[src/dmia_defs.vh]
// Constants for the data memory and indirect access unit
`ifndef DMIA_DEFS_VH
`define DMIA_DEFS_VH

`define DMIA_DATA_W       8
`define DMIA_ADDR_W       8
`define DMIA_PTR_W        7
`define DMIA_BANK_W       1
`define DMIA_PM_W         16

`define DMIA_OFS_PORT0    8'h00
`define DMIA_OFS_MPTR0    8'h01
`define DMIA_OFS_PORT1    8'h02
`define DMIA_OFS_MPTR1    8'h03
`define DMIA_OFS_WORK     8'h05
`define DMIA_OFS_PCLO     8'h06
`define DMIA_OFS_TPTR     8'h07
`define DMIA_OFS_THIGH    8'h08

`define DMIA_GP_BASE      8'h40
`define DMIA_GP_LAST      8'h5f
`define DMIA_GP_DEPTH     32
`define DMIA_GP_AW        5

`define DMIA_PTR_MSB_RD   1'b1
`define DMIA_RD_UNUSED    8'h00

`define DMIA_RST_PTR      7'h00
`define DMIA_RST_BYTE     8'h00
`define DMIA_RST_PM_ADDR  8'h00

`endif

[src/dmia_addr_resolve.v]
// Effective address formation for direct and indirect accesses
`timescale 1ns/1ps
`include "dmia_defs.vh"

module dmia_addr_resolve (
  input  wire [`DMIA_ADDR_W-1:0]   i_addr,
  input  wire [`DMIA_PTR_W-1:0]    i_mptr0,
  input  wire [`DMIA_PTR_W-1:0]    i_mptr1,
  input  wire [`DMIA_BANK_W-1:0]   i_bank_select,
  output reg  [`DMIA_ADDR_W-1:0]   o_eff_addr,
  output reg                       o_void
);

  always @* begin
    o_void = 1'b0;
    if (i_addr == `DMIA_OFS_PORT0) begin
      o_eff_addr = {1'b0, i_mptr0};
    end else if (i_addr == `DMIA_OFS_PORT1) begin
      o_eff_addr = {i_bank_select, i_mptr1};
    end else begin
      // Direct reach is bank zero only; above it nothing answers
      o_eff_addr = {1'b0, i_addr[`DMIA_PTR_W-1:0]};
      o_void = i_addr[`DMIA_ADDR_W-1];
    end
  end

endmodule

[src/dmia_data_memory.v]
// Data memory unit: special registers, indirect ports, table read
`timescale 1ns/1ps
`include "dmia_defs.vh"

module dmia_data_memory (
  input  wire                      i_clock,
  input  wire                      i_rst_n,
  // Data access from the core
  input  wire                      i_acc_valid,
  input  wire                      i_acc_write,
  input  wire [`DMIA_ADDR_W-1:0]   i_acc_addr,
  input  wire [`DMIA_DATA_W-1:0]   i_acc_wdata,
  input  wire                      i_bit_op,
  input  wire [2:0]                i_bit_sel,
  input  wire                      i_bit_val,
  output wire [`DMIA_DATA_W-1:0]   o_rdata,
  output wire                      o_rvalid,
  // ALU result into the work register
  input  wire                      i_alu_valid,
  input  wire [`DMIA_DATA_W-1:0]   i_alu_result,
  output wire [`DMIA_DATA_W-1:0]   o_work_register,
  // Bank select and program counter
  input  wire [`DMIA_BANK_W-1:0]   i_bank_select,
  input  wire [`DMIA_DATA_W-1:0]   i_pc_low,
  output wire                      o_pc_load,
  output wire [`DMIA_DATA_W-1:0]   o_pc_target,
  // Table read
  input  wire                      i_tbl_req,
  input  wire [`DMIA_ADDR_W-1:0]   i_tbl_dest,
  output wire                      o_pm_req,
  output wire [`DMIA_DATA_W-1:0]   o_pm_addr,
  input  wire [`DMIA_PM_W-1:0]     i_pm_data,
  output wire                      o_tbl_done,
  output wire                      o_busy
);

  // Table read sequence states
  localparam ST_IDLE  = 1'b0;
  localparam ST_FETCH = 1'b1;

  // Storage
  reg  [`DMIA_PTR_W-1:0]   mptr0_q;
  reg  [`DMIA_PTR_W-1:0]   mptr1_q;
  reg  [`DMIA_DATA_W-1:0]  work_q;
  reg  [`DMIA_DATA_W-1:0]  tptr_q;
  reg  [`DMIA_DATA_W-1:0]  thigh_q;
  reg                      state_q;
  reg  [`DMIA_ADDR_W-1:0]  dest_q;
  // Output flops
  reg  [`DMIA_DATA_W-1:0]  rdata_q;
  reg                      rvalid_q;
  reg                      pc_load_q;
  reg  [`DMIA_DATA_W-1:0]  pc_target_q;
  reg                      pm_req_q;
  reg  [`DMIA_DATA_W-1:0]  pm_addr_q;
  reg                      tbl_done_q;
  reg                      busy_q;

  // Combinational path
  wire                     fetching;
  wire                     take_tbl;
  wire                     take_acc;
  wire [`DMIA_ADDR_W-1:0]  raw_addr;
  wire [`DMIA_ADDR_W-1:0]  eff_addr;
  wire                     eff_void;
  wire [`DMIA_DATA_W-1:0]  gp_rd;
  reg  [`DMIA_DATA_W-1:0]  cur_val;
  reg  [`DMIA_DATA_W-1:0]  wr_val;
  wire                     wr_en;
  wire                     gp_wr;
  wire                     sfr_ro;
  // Write strobes of the special registers
  wire                     wr_mptr0;
  wire                     wr_mptr1;
  wire                     wr_work;
  wire                     wr_tptr;
  wire                     wr_pclo;

  function is_gp;
    input [`DMIA_ADDR_W-1:0] a;
    begin
      is_gp = (a >= `DMIA_GP_BASE) && (a <= `DMIA_GP_LAST);
    end
  endfunction

  // Exact match of a resolved address
  function hits;
    input [`DMIA_ADDR_W-1:0] a;
    input [`DMIA_ADDR_W-1:0] ofs;
    begin
      hits = (a == ofs);
    end
  endfunction

  assign fetching = (state_q == ST_FETCH);
  // No new work during a fetch or the dummy cycle after a jump
  assign take_tbl = i_tbl_req && !busy_q;
  assign take_acc = i_acc_valid && !i_tbl_req && !busy_q;

  // Table fetch completes through the same write path as the core
  assign raw_addr = fetching ? dest_q : i_acc_addr;

  dmia_addr_resolve u_resolve (
    .i_addr        (raw_addr),
    .i_mptr0       (mptr0_q),
    .i_mptr1       (mptr1_q),
    .i_bank_select (i_bank_select),
    .o_eff_addr    (eff_addr),
    .o_void        (eff_void)
  );

  // Ports are not physical and the table high byte is read-only
  assign sfr_ro = hits(eff_addr, `DMIA_OFS_PORT0) ||
                  hits(eff_addr, `DMIA_OFS_PORT1) ||
                  hits(eff_addr, `DMIA_OFS_THIGH);
  assign wr_en = !eff_void && !sfr_ro &&
                 (fetching || (take_acc && i_acc_write));
  assign gp_wr = wr_en && is_gp(eff_addr);
  assign wr_mptr0 = wr_en && hits(eff_addr, `DMIA_OFS_MPTR0);
  assign wr_mptr1 = wr_en && hits(eff_addr, `DMIA_OFS_MPTR1);
  assign wr_work  = wr_en && hits(eff_addr, `DMIA_OFS_WORK);
  assign wr_tptr  = wr_en && hits(eff_addr, `DMIA_OFS_TPTR);
  assign wr_pclo  = wr_en && hits(eff_addr, `DMIA_OFS_PCLO);

  dmia_gp_ram u_ram (
    .i_clock   (i_clock),
    .i_wr_en   (gp_wr),
    .i_wr_addr (eff_addr[`DMIA_GP_AW-1:0]),
    .i_wr_data (wr_val),
    .i_rd_addr (eff_addr[`DMIA_GP_AW-1:0]),
    .o_rd_data (gp_rd)
  );

  // Current contents at the effective address
  always @* begin
    if (eff_void) begin
      cur_val = `DMIA_RD_UNUSED;
    end else begin
      case (eff_addr)
        `DMIA_OFS_PORT0: cur_val = `DMIA_RD_UNUSED;
        `DMIA_OFS_PORT1: cur_val = `DMIA_RD_UNUSED;
        `DMIA_OFS_MPTR0: cur_val = {`DMIA_PTR_MSB_RD, mptr0_q};
        `DMIA_OFS_MPTR1: cur_val = {`DMIA_PTR_MSB_RD, mptr1_q};
        `DMIA_OFS_WORK:  cur_val = work_q;
        `DMIA_OFS_PCLO:  cur_val = i_pc_low;
        `DMIA_OFS_TPTR:  cur_val = tptr_q;
        `DMIA_OFS_THIGH: cur_val = thigh_q;
        default: begin
          if (is_gp(eff_addr)) begin
            cur_val = gp_rd;
          end else begin
            cur_val = `DMIA_RD_UNUSED;
          end
        end
      endcase
    end
  end

  // Value to store: table low byte, a single bit, or a whole byte
  always @* begin
    wr_val = i_acc_wdata;
    if (fetching) begin
      wr_val = i_pm_data[`DMIA_DATA_W-1:0];
    end else if (i_bit_op) begin
      wr_val = cur_val;
      wr_val[i_bit_sel] = i_bit_val;
    end
  end

  // Access strobe: one cycle per accepted request
  always @(posedge i_clock or negedge i_rst_n) begin
    if (!i_rst_n) begin
      rvalid_q <= 1'b0;
    end else begin
      rvalid_q <= take_acc;
    end
  end

  // Pre-write contents, so a modify sees the old byte
  always @(posedge i_clock or negedge i_rst_n) begin
    if (!i_rst_n) begin
      rdata_q <= `DMIA_RST_BYTE;
    end else if (take_acc) begin
      rdata_q <= cur_val;
    end
  end

  // Pointers keep seven bits; bit 7 is rebuilt on read
  always @(posedge i_clock or negedge i_rst_n) begin
    if (!i_rst_n) begin
      mptr0_q <= `DMIA_RST_PTR;
    end else if (wr_mptr0) begin
      mptr0_q <= wr_val[`DMIA_PTR_W-1:0];
    end
  end

  // Pair one pointer; its bank comes from outside
  always @(posedge i_clock or negedge i_rst_n) begin
    if (!i_rst_n) begin
      mptr1_q <= `DMIA_RST_PTR;
    end else if (wr_mptr1) begin
      mptr1_q <= wr_val[`DMIA_PTR_W-1:0];
    end
  end

  // ALU result first; a data write to the same register overrides
  always @(posedge i_clock or negedge i_rst_n) begin
    if (!i_rst_n) begin
      work_q <= `DMIA_RST_BYTE;
    end else if (wr_work) begin
      work_q <= wr_val;
    end else if (i_alu_valid) begin
      work_q <= i_alu_result;
    end
  end

  // Table pointer is plain storage; software steps it by writes
  always @(posedge i_clock or negedge i_rst_n) begin
    if (!i_rst_n) begin
      tptr_q <= `DMIA_RST_BYTE;
    end else if (wr_tptr) begin
      tptr_q <= wr_val;
    end
  end

  // Only the low byte is replaced, so a jump stays in its page
  always @(posedge i_clock or negedge i_rst_n) begin
    if (!i_rst_n) begin
      pc_load_q <= 1'b0;
    end else begin
      pc_load_q <= wr_pclo;
    end
  end

  // Target holds until the next jump
  always @(posedge i_clock or negedge i_rst_n) begin
    if (!i_rst_n) begin
      pc_target_q <= `DMIA_RST_BYTE;
    end else if (wr_pclo) begin
      pc_target_q <= wr_val;
    end
  end

  // Fetch cycle, or the dummy cycle after a jump; requests dropped
  always @(posedge i_clock or negedge i_rst_n) begin
    if (!i_rst_n) begin
      busy_q <= 1'b0;
    end else begin
      busy_q <= take_tbl || wr_pclo;
    end
  end

  // Two-cycle table read: request, then the fetched word lands
  always @(posedge i_clock or negedge i_rst_n) begin
    if (!i_rst_n) begin
      state_q <= ST_IDLE;
    end else begin
      case (state_q)
        ST_IDLE: begin
          if (take_tbl) begin
            state_q <= ST_FETCH;
          end
        end
        ST_FETCH: begin
          state_q <= ST_IDLE;
        end
        default: begin
          state_q <= ST_IDLE;
        end
      endcase
    end
  end

  // Request strobe for the program word
  always @(posedge i_clock or negedge i_rst_n) begin
    if (!i_rst_n) begin
      pm_req_q <= 1'b0;
    end else begin
      pm_req_q <= take_tbl;
    end
  end

  // Pointer and destination latched as the request is taken
  always @(posedge i_clock or negedge i_rst_n) begin
    if (!i_rst_n) begin
      pm_addr_q <= `DMIA_RST_PM_ADDR;
      dest_q    <= `DMIA_RST_BYTE;
    end else if (take_tbl) begin
      pm_addr_q <= tptr_q;
      dest_q    <= i_tbl_dest;
    end
  end

  // Only hardware loads the high byte
  always @(posedge i_clock or negedge i_rst_n) begin
    if (!i_rst_n) begin
      thigh_q <= `DMIA_RST_BYTE;
    end else if (fetching) begin
      thigh_q <= i_pm_data[`DMIA_PM_W-1:`DMIA_DATA_W];
    end
  end

  // Done follows the fetch cycle, with busy low unless the fetched byte went to the program counter low
  always @(posedge i_clock or negedge i_rst_n) begin
    if (!i_rst_n) begin
      tbl_done_q <= 1'b0;
    end else begin
      tbl_done_q <= fetching;
    end
  end

  assign o_rdata         = rdata_q;
  assign o_rvalid        = rvalid_q;
  assign o_work_register = work_q;
  assign o_pc_load       = pc_load_q;
  assign o_pc_target     = pc_target_q;
  assign o_pm_req        = pm_req_q;
  assign o_pm_addr       = pm_addr_q;
  assign o_tbl_done      = tbl_done_q;
  assign o_busy          = busy_q;

endmodule

[src/dmia_gp_ram.v]
// General purpose byte storage of bank zero
`timescale 1ns/1ps
`include "dmia_defs.vh"

module dmia_gp_ram (
  input  wire                      i_clock,
  input  wire                      i_wr_en,
  input  wire [`DMIA_GP_AW-1:0]    i_wr_addr,
  input  wire [`DMIA_DATA_W-1:0]   i_wr_data,
  input  wire [`DMIA_GP_AW-1:0]    i_rd_addr,
  output wire [`DMIA_DATA_W-1:0]   o_rd_data
);

  // Volatile: contents undefined until written, so no reset
  reg [`DMIA_DATA_W-1:0] mem_q [0:`DMIA_GP_DEPTH-1];

  always @(posedge i_clock) begin
    if (i_wr_en) begin
      mem_q[i_wr_addr] <= i_wr_data;
    end
  end

  // Combinational read lets a bit op modify a byte in one cycle
  assign o_rd_data = mem_q[i_rd_addr];

endmodule
[config.mk]
export PLATFORM = sky130hd
export DESIGN_NAME = dmia_data_memory
export DESIGN_NICKNAME = d
export VERILOG_FILES = /design/src/dmia_addr_resolve.v /design/src/dmia_data_memory.v /design/src/dmia_gp_ram.v
export VERILOG_INCLUDE_DIRS = /design/src
export SDC_FILE = /design/constraint.sdc
export NUM_CORES = 1
export LEC_CHECK = 0
export BUFFER_PORTS_ARGS = -buffer_cell sky130_fd_sc_hd__buf_2
export CORE_AREA = 3 3 171 173
export DETAILED_ROUTE_END_ITERATION = 8
export DIE_AREA = 0 0 174 176
export PLACE_DENSITY_LB_ADDON = 0.3
export SYNTH_ARGS = -nofsm -noshare
export SYNTH_HDL_FRONTEND = slang
export SYNTH_SLANG_ARGS = --single-unit
[constraint.sdc]
create_clock -name i_clock -period 5.82 [get_ports i_clock]
set_clock_uncertainty 0.1 [all_clocks]
set_input_delay 0.873 -clock i_clock [delete_from_list [all_inputs] [get_ports i_clock]]
set_output_delay 0.873 -clock i_clock [all_outputs]
set_load 0.02 [all_outputs]
Word-level counts from Yosys, hierarchy flattened
Memory sizes are Yosys's and may differ from the RTL's.
Cells that the tools add are included.
{"block": "totals", "ff_bits": 76, "mem_bits_rw": 256, "memories": 1}
{"name": "u_ram.mem_q", "depth": 32, "width": 8, "read_ports": 1, "rd_clocked_by_memory_dff": 0, "write_ports": 1, "line_no": "dmia_gp_ram.v:15", "rtl": "reg [`DMIA_DATA_W-1:0] mem_q [0:`DMIA_GP_DEPTH-1];"}
{"block": "classes", "order_cmp": 4, "n_eq_ne": 8, "mux": 19, "bitwise_logic": 1, "reduce_logical": 26}
{"op": "8-bit 2-to-1 mux", "count": 9}
{"op": "8-bit one-hot mux with 7 select lines", "count": 1}
{"op": "8-bit by 2-bit == test with 1-bit output (second input constant)", "count": 3}
{"op": "8-bit by 3-bit == test with 1-bit output (second input constant)", "count": 3}
{"op": "8-bit logical NOT", "count": 2}
{"op": "1-bit logical AND", "count": 14}
{"op": "8-bit bitwise mux", "count": 1}
{"op": "8-bit by 1-bit == test with 1-bit output (second input constant)", "count": 1}
{"op": "8-bit by 4-bit == test with 1-bit output (second input constant)", "count": 1}
{"op": "8-bit by 7-bit greater-or-equal comparator with 1-bit output (second input constant)", "count": 1}
{"op": "8-bit by 7-bit <= comparator with 1-bit output (second input constant)", "count": 1}
{"op": "1-bit 2-to-1 mux", "count": 6}
{"op": "1-bit logical NOT", "count": 4}
{"op": "1-bit logical OR", "count": 4}
{"op": "3-bit by 4-bit less-than comparator with 1-bit output (second input constant)", "count": 1}
{"op": "1-bit demux with 3-bit select", "count": 1}
{"op": "3-bit by 1-bit greater-or-equal comparator with 1-bit output (second input constant)", "count": 1}
{"op": "1-bit one-hot mux with 2 select lines", "count": 1}
{"op": "2-bit nonzero test", "count": 1}
{"op": "2-bit OR reduction", "count": 1}
{"op": "1-bit NOT", "count": 1}

Depth between registers and ports, before layout
{"block": "logic_depth", "depth_word": 13, "ltp_mapped": 16, "depth_no_buf": 10}

By module
From an unflattened synthesis, not the netlist that was laid out.
{"block": "unflattened", "cells_unflattened": 865, "hier_area_um2": 14243.7}
{"mod": "dmia_gp_ram", "instances": 1, "cells_per_inst": 409, "area_each_um2": 9893.2, "seq_area_each_um2": 7687.4}
{"mod": "dmia_data_memory", "instances": 1, "cells_per_inst": 420, "area_each_um2": 4139.0, "seq_area_each_um2": 1901.8}
{"mod": "dmia_addr_resolve", "instances": 1, "cells_per_inst": 36, "area_each_um2": 211.5, "seq_area_each_um2": 0.0}

Worst setup path before layout
Ideal clock, no wire load.
{"block": "synth_path", "kind": "input to register", "startpoint": "in i_acc_addr[1]", "endpoint": "mem u_ram.mem_q[0][5] (netlist name) (data pin)", "setup_ps": 465, "t_arrival_ps": 4637, "required_time_ps": 5255, "setup_slack_ps": 618, "cell_stages": 13, "cell_sequence": "mux2i_1 mux2_2 a21boi_2 nor2_1 buf_2 buf_2 buf_2 nand2_1 a31oi_1 o22ai_1 a2111oi_0 nor2_1 a21boi_0"}
{"block": "synth_via", "elab_chain_len": 12, "word_cells_on_any_way": 26, "cone_classes": "2 x order compare; 8 x eq/ne; 11 x mux; 4 x reduce/logical; 1 x memory"}
{"item": "from (decl)", "line_no": "dmia_data_memory.v:11", "rtl": "input wire [`DMIA_ADDR_W-1:0] i_acc_addr,"}
{"item": "8-bit 2-to-1 mux *", "line_no": "dmia_data_memory.v:101", "rtl": "assign raw_addr = fetching ? dest_q : i_acc_addr;"}
{"item": "8-bit by 2-bit == test with 1-bit output (no source line)"}
{"item": "8-bit 2-to-1 mux", "line_no": "dmia_addr_resolve.v:18", "rtl": "end else if (i_addr == `DMIA_OFS_PORT1) begin"}
{"item": "8-bit 2-to-1 mux", "line_no": "dmia_addr_resolve.v:16", "rtl": "if (i_addr == `DMIA_OFS_PORT0) begin"}
{"item": "8-bit by 7-bit greater-or-equal comparator with 1-bit output (no source line) / 8-bit by 7-bit <= comparator with 1-bit output (equally long branches)"}
{"item": "1-bit logical AND", "line_no": "dmia_data_memory.v:82", "rtl": "is_gp = (a >= `DMIA_GP_BASE) && (a <= `DMIA_GP_LAST);"}
{"item": "8-bit 2-to-1 mux", "line_no": "dmia_data_memory.v:149", "rtl": "if (is_gp(eff_addr)) begin"}
{"item": "8-bit one-hot mux with 7 select lines", "line_no": "dmia_data_memory.v:139", "rtl": "case (eff_addr)"}
{"item": "8-bit 2-to-1 mux *", "line_no": "dmia_data_memory.v:136", "rtl": "if (eff_void) begin"}
{"item": "8-bit bitwise mux *", "line_no": "dmia_data_memory.v:166", "rtl": "wr_val[i_bit_sel] = i_bit_val;"}
{"item": "8-bit 2-to-1 mux *", "line_no": "dmia_data_memory.v:164", "rtl": "end else if (i_bit_op) begin"}
{"item": "8-bit 2-to-1 mux *", "line_no": "dmia_data_memory.v:162", "rtl": "if (fetching) begin"}
{"item": "named net u_ram.i_wr_data[5]", "line_no": "dmia_gp_ram.v:9", "rtl": "input wire [`DMIA_DATA_W-1:0] i_wr_data,"}
{"item": "to (decl)", "line_no": "dmia_gp_ram.v:15"}
The timed path passes the listed nets; every way through them passes the cells marked *.

Worst setup path in the final report
{"block": "layout_path", "startpoint": "reg state_q, in the netlist fetching", "endpoint": "mem u_ram.mem_q[23][7] (netlist name) (data pin)"}
{"block": "layout_via", "elab_chain_len": 12, "word_cells_on_any_way": 26, "cone_classes": "2 x order compare; 8 x eq/ne; 11 x mux; 4 x reduce/logical; 1 x memory"}
{"item": "from (decl)", "line_no": "dmia_data_memory.v:47", "rtl": "reg state_q;"}
{"item": "from (signal assigned)", "line_no": "dmia_data_memory.v:256", "rtl": "state_q <= ST_IDLE;"}
{"item": "from (signal assigned)", "line_no": "dmia_data_memory.v:261", "rtl": "state_q <= ST_FETCH;"}
{"item": "from (signal assigned)", "line_no": "dmia_data_memory.v:265", "rtl": "state_q <= ST_IDLE;"}
{"item": "8-bit 2-to-1 mux", "line_no": "dmia_data_memory.v:101"}
{"item": "8-bit by 2-bit == test with 1-bit output (no source line)"}
{"item": "8-bit 2-to-1 mux", "line_no": "dmia_addr_resolve.v:18"}
{"item": "8-bit 2-to-1 mux", "line_no": "dmia_addr_resolve.v:16"}
{"item": "8-bit by 7-bit greater-or-equal comparator with 1-bit output (no source line) / 8-bit by 7-bit <= comparator with 1-bit output (equally long branches)"}
{"item": "1-bit logical AND", "line_no": "dmia_data_memory.v:82"}
{"item": "8-bit 2-to-1 mux", "line_no": "dmia_data_memory.v:149"}
{"item": "8-bit one-hot mux with 7 select lines", "line_no": "dmia_data_memory.v:139"}
{"item": "8-bit 2-to-1 mux", "line_no": "dmia_data_memory.v:136"}
{"item": "8-bit bitwise mux", "line_no": "dmia_data_memory.v:166"}
{"item": "8-bit 2-to-1 mux", "line_no": "dmia_data_memory.v:164"}
{"item": "8-bit 2-to-1 mux *", "line_no": "dmia_data_memory.v:162"}
{"item": "named net u_ram.i_wr_data[7]", "line_no": "dmia_gp_ram.v:9"}
Marks and branches as above.

==> results.md <==
* Relative slew slack at about 7.0%
* Final setup violating endpoints at 0
* ANT cells at 0
* Area growth from synthesis to layout at 16.1%
* Critical Path AT at 5.39 ns
* DR iter-0 viols at about 1800
* Synthesized instance count at 1201
* Vias in the first global route at 11300
* Hold Crit Class: register to register
* FFs w/ async S/R, synth at 22.9%
* Routability cong. at 1.00
* Detailed-router iteration count before antenna repair at 6
* Crit Path Max Fanout at 32
* CP Launch Type: register
* Clock power frac at 35.9%
* Seq pwr share at 47.7%
* Total die area at 30600 µm²
* Reg-to-Reg Start: fetching
* LEAKAGE at between 0.006 and 0.007 µW
* All-Layer GR Usage at a little under a third
* CTS Sinks at 332
* Top FF cell, synth: edfxtp_1
* Hold WS at 0.371 ns
* Core ar. at 27800 µm²
* Proportion of power drawn by combinational gates at 16.4%
* Vias at 11900
* Drc violations at 0
* RSZ-0062 raised after global routing: no
* Maximum vdd ir drop at 245 µV
* Initial antenna violation count at 1
* Post-synth EDFFs at 256
* Post-CTS Hold Buffers at 0
* Layout cell share with drive strength beyond 1 at 24.4%
* Warnings from Yosys at 0
* Required time worst endpoint at 6.01 ns
* Clock Latency Late Sink at 0.52 ns
* Fillers at 2134
* Final hold violation count at 0
* HP Start: o_rdata[6]
* I/O Buffers at 104
* Initial core utilization at between 50% and 60%
* CTS root buf: clkbuf_16
* CTS tree: built
* Critical Setup Path Class: register to register
* Final min period at 5.21 ns
* Setup ws final at 0.610 ns
* Chip width at 174 µm
* Cell Area, Placed at 16600 µm²
* Clk buf depth at 3
* Seq/Total Area, Yosys at 63.1%
* Max Clk Rate at 192 MHz
* Final setup TNS at 0 ns
* P per Cell Area at 328 nW/µm²
* Final Slew Violations at 0
* Placed Cells at 1693
* First-pass GRT wire length at 73.0 mm
* Synth Area per Inst at around 13 µm²
* Clock transition at the registers of the reported paths at 0.06 ns
* Critical path origin: fetching
* H-tree depth at 2
* Setup Slack @ Placement at around 0.53 ns
* Final #Nets at 1421
* CTS buffer count at 36
* DP Wirelength at around 34 mm
* Status: finished, final reports clean
* Num rows at just over 60
* WL final at 48.8 mm
* Yosys reg bits at 332
* Critical Path End Type: register
* Int Power at 4150 µW
* Setup bufs post-CTS at 0
* Unique masters post-synth at 85
* Post-Syn Nets at 1269
* IO Pins at 105
* Vias per cell at 6.75
* DIE HEIGHT at 176 µm
* Final Cell Area at 17600 µm²
* Grt total ovfl at 0
* Tcrit/Tclk final at 89.5%
* Post-cts resize count at 0
* Synthesized area at 15200 µm²
* Routed Antenna Nets at 0
* Worst slew pin tran at roughly 1.4 ns
* Sw Ratio at 28.3%
* Non-filler cells, final at 1757
* Routed len/inst at between 20 and 30 µm
* Maximum Capacitance Violations at 0
* NetSw at 1640 µW
* Pin count of the biggest net entering global routing at 77
-- cells in the mapped netlist (all sizes together) (33+ instances only) --
library cell | n | area [µm²]
a21oi | 33 | 169
a31oi | 45 | 282
and3 | 43 | 269
buf | 40 | 221
clkbuf | 36 | 135
dfrtp | 76 | 1900
edfxtp | 256 | 7690
mux2 | 49 | 556
mux2i | 41 | 414
nand2 | 112 | 425
nand3 | 49 | 250
nor2 | 101 | 387
o21ai | 53 | 269
-- registers in the layout (all words and copies together), names as in the netlist, 7 cells and up --
name             cells
u_ram.mem_q        256
dest_q               8
o_pc_target          8
o_pm_addr            8
o_rdata              8
o_work_register      8
thigh_q              8
tptr_q               8
mptr0_q              7
mptr1_q              7
-- power by group through the flow --
stage	Clock, µW	Combinational [µW]	Sequential, µW
after floorplan	0	518	2800
after global placement	0	909	2800
after detailed placement	0	920	2800
after CTS	2090	925	2760
after global routing	2200	1000	2760
final	2080	950	2760
-- layout make-up --
cell class | count | area, µm² | area share (%)
Clock buffer | 44 | 941 | 5.33
Multi-Input combinational cell | 783 | 5280 | 29.9
Inverter | 10 | 37.5 | 0.213
Clock inverter | 20 | 116 | 0.660
Timing Repair Buffer | 190 | 1210 | 6.84
Sequential cell | 332 | 9590 | 54.4
Tap cell | 378 | 473 | 2.68
-- worst max-delay path: stages, from the launching register on --
cell and delay, ns:
dfrtp_2 0.64, mux2i_2 0.29, buf_4 0.29, nand2_1 0.30, o22ai_4 0.63, buf_4 0.36
buf_4 0.26, a2111oi_0 0.10, a311o_1 0.39, nor4_1 0.59, o211ai_1 0.20, o211a_1 0.25
a21boi_2 0.18, buf_4 0.35
-- worst paths after layout --
kind	depth (start not counted)	slack, ns	to
min in group asynchronous	1	0.41	o_pm_addr[2]
worst min-delay path	2	0.37	o_rdata[6]
max in group asynchronous	1	4.58	fetching
worst max-delay path	13	0.61	u_ram.mem_q[23][7]
worst max register to register	13	0.61	u_ram.mem_q[23][7]
worst min register to register	2	0.37	o_rdata[6]
-- logic make-up after synthesis --
| family | synth area share [%] |
|---|---|
| simple gates | 12.7 |
| mux | 8.01 |
| buf+inv | 2.59 |
| compound gates | 13.6 |
| flops | 63.1 |
-- layout by cell type, fill, tap and decap left out, types with 11 or more instances in the layout --
| master | Yosys | layout |
|---|---|---|
| o22ai_1 | 14 | 14 |
| buf_2 | 30 | 103 |
| nand2_1 | 110 | 110 |
| a31oi_1 | 45 | 45 |
| mux2_2 | 47 | 47 |
| nor4_1 | 14 | 13 |
| edfxtp_1 | 256 | 256 |
| a21oi_1 | 32 | 32 |
| buf_4 | 2 | 84 |
| nand3_1 | 48 | 48 |
| nor3_1 | 20 | 20 |
| dfrtp_1 | 76 | 75 |
| mux4_2 | 11 | 11 |
| nor2_1 | 100 | 99 |
| clkbuf_16 | 0 | 36 |
| a211oi_1 | 28 | 28 |
| o21ai_0 | 47 | 46 |
| mux2i_1 | 40 | 39 |
| and3_1 | 43 | 43 |
-- per-stage QoR --
step,utilization [%],power [µW]
floorplan,-,3320
global placement,59.7,3710
detailed placement,59.7,3720
CTS,63.5,5780
global route,63.5,5960
finish,63.5,5780
-- per-layer routing --
metal	vias up	share of wire, %	routed length, µm	track usage (%)
met1	5785	38	18400	42.7
met4	2	5.1	2500	13.8
met3	161	12	5720	7.98
li1	5006	-	-	-
met2	903	45	22200	48.8
met5	-	0.027	13	0
Power figures use the tool's default switching activity.
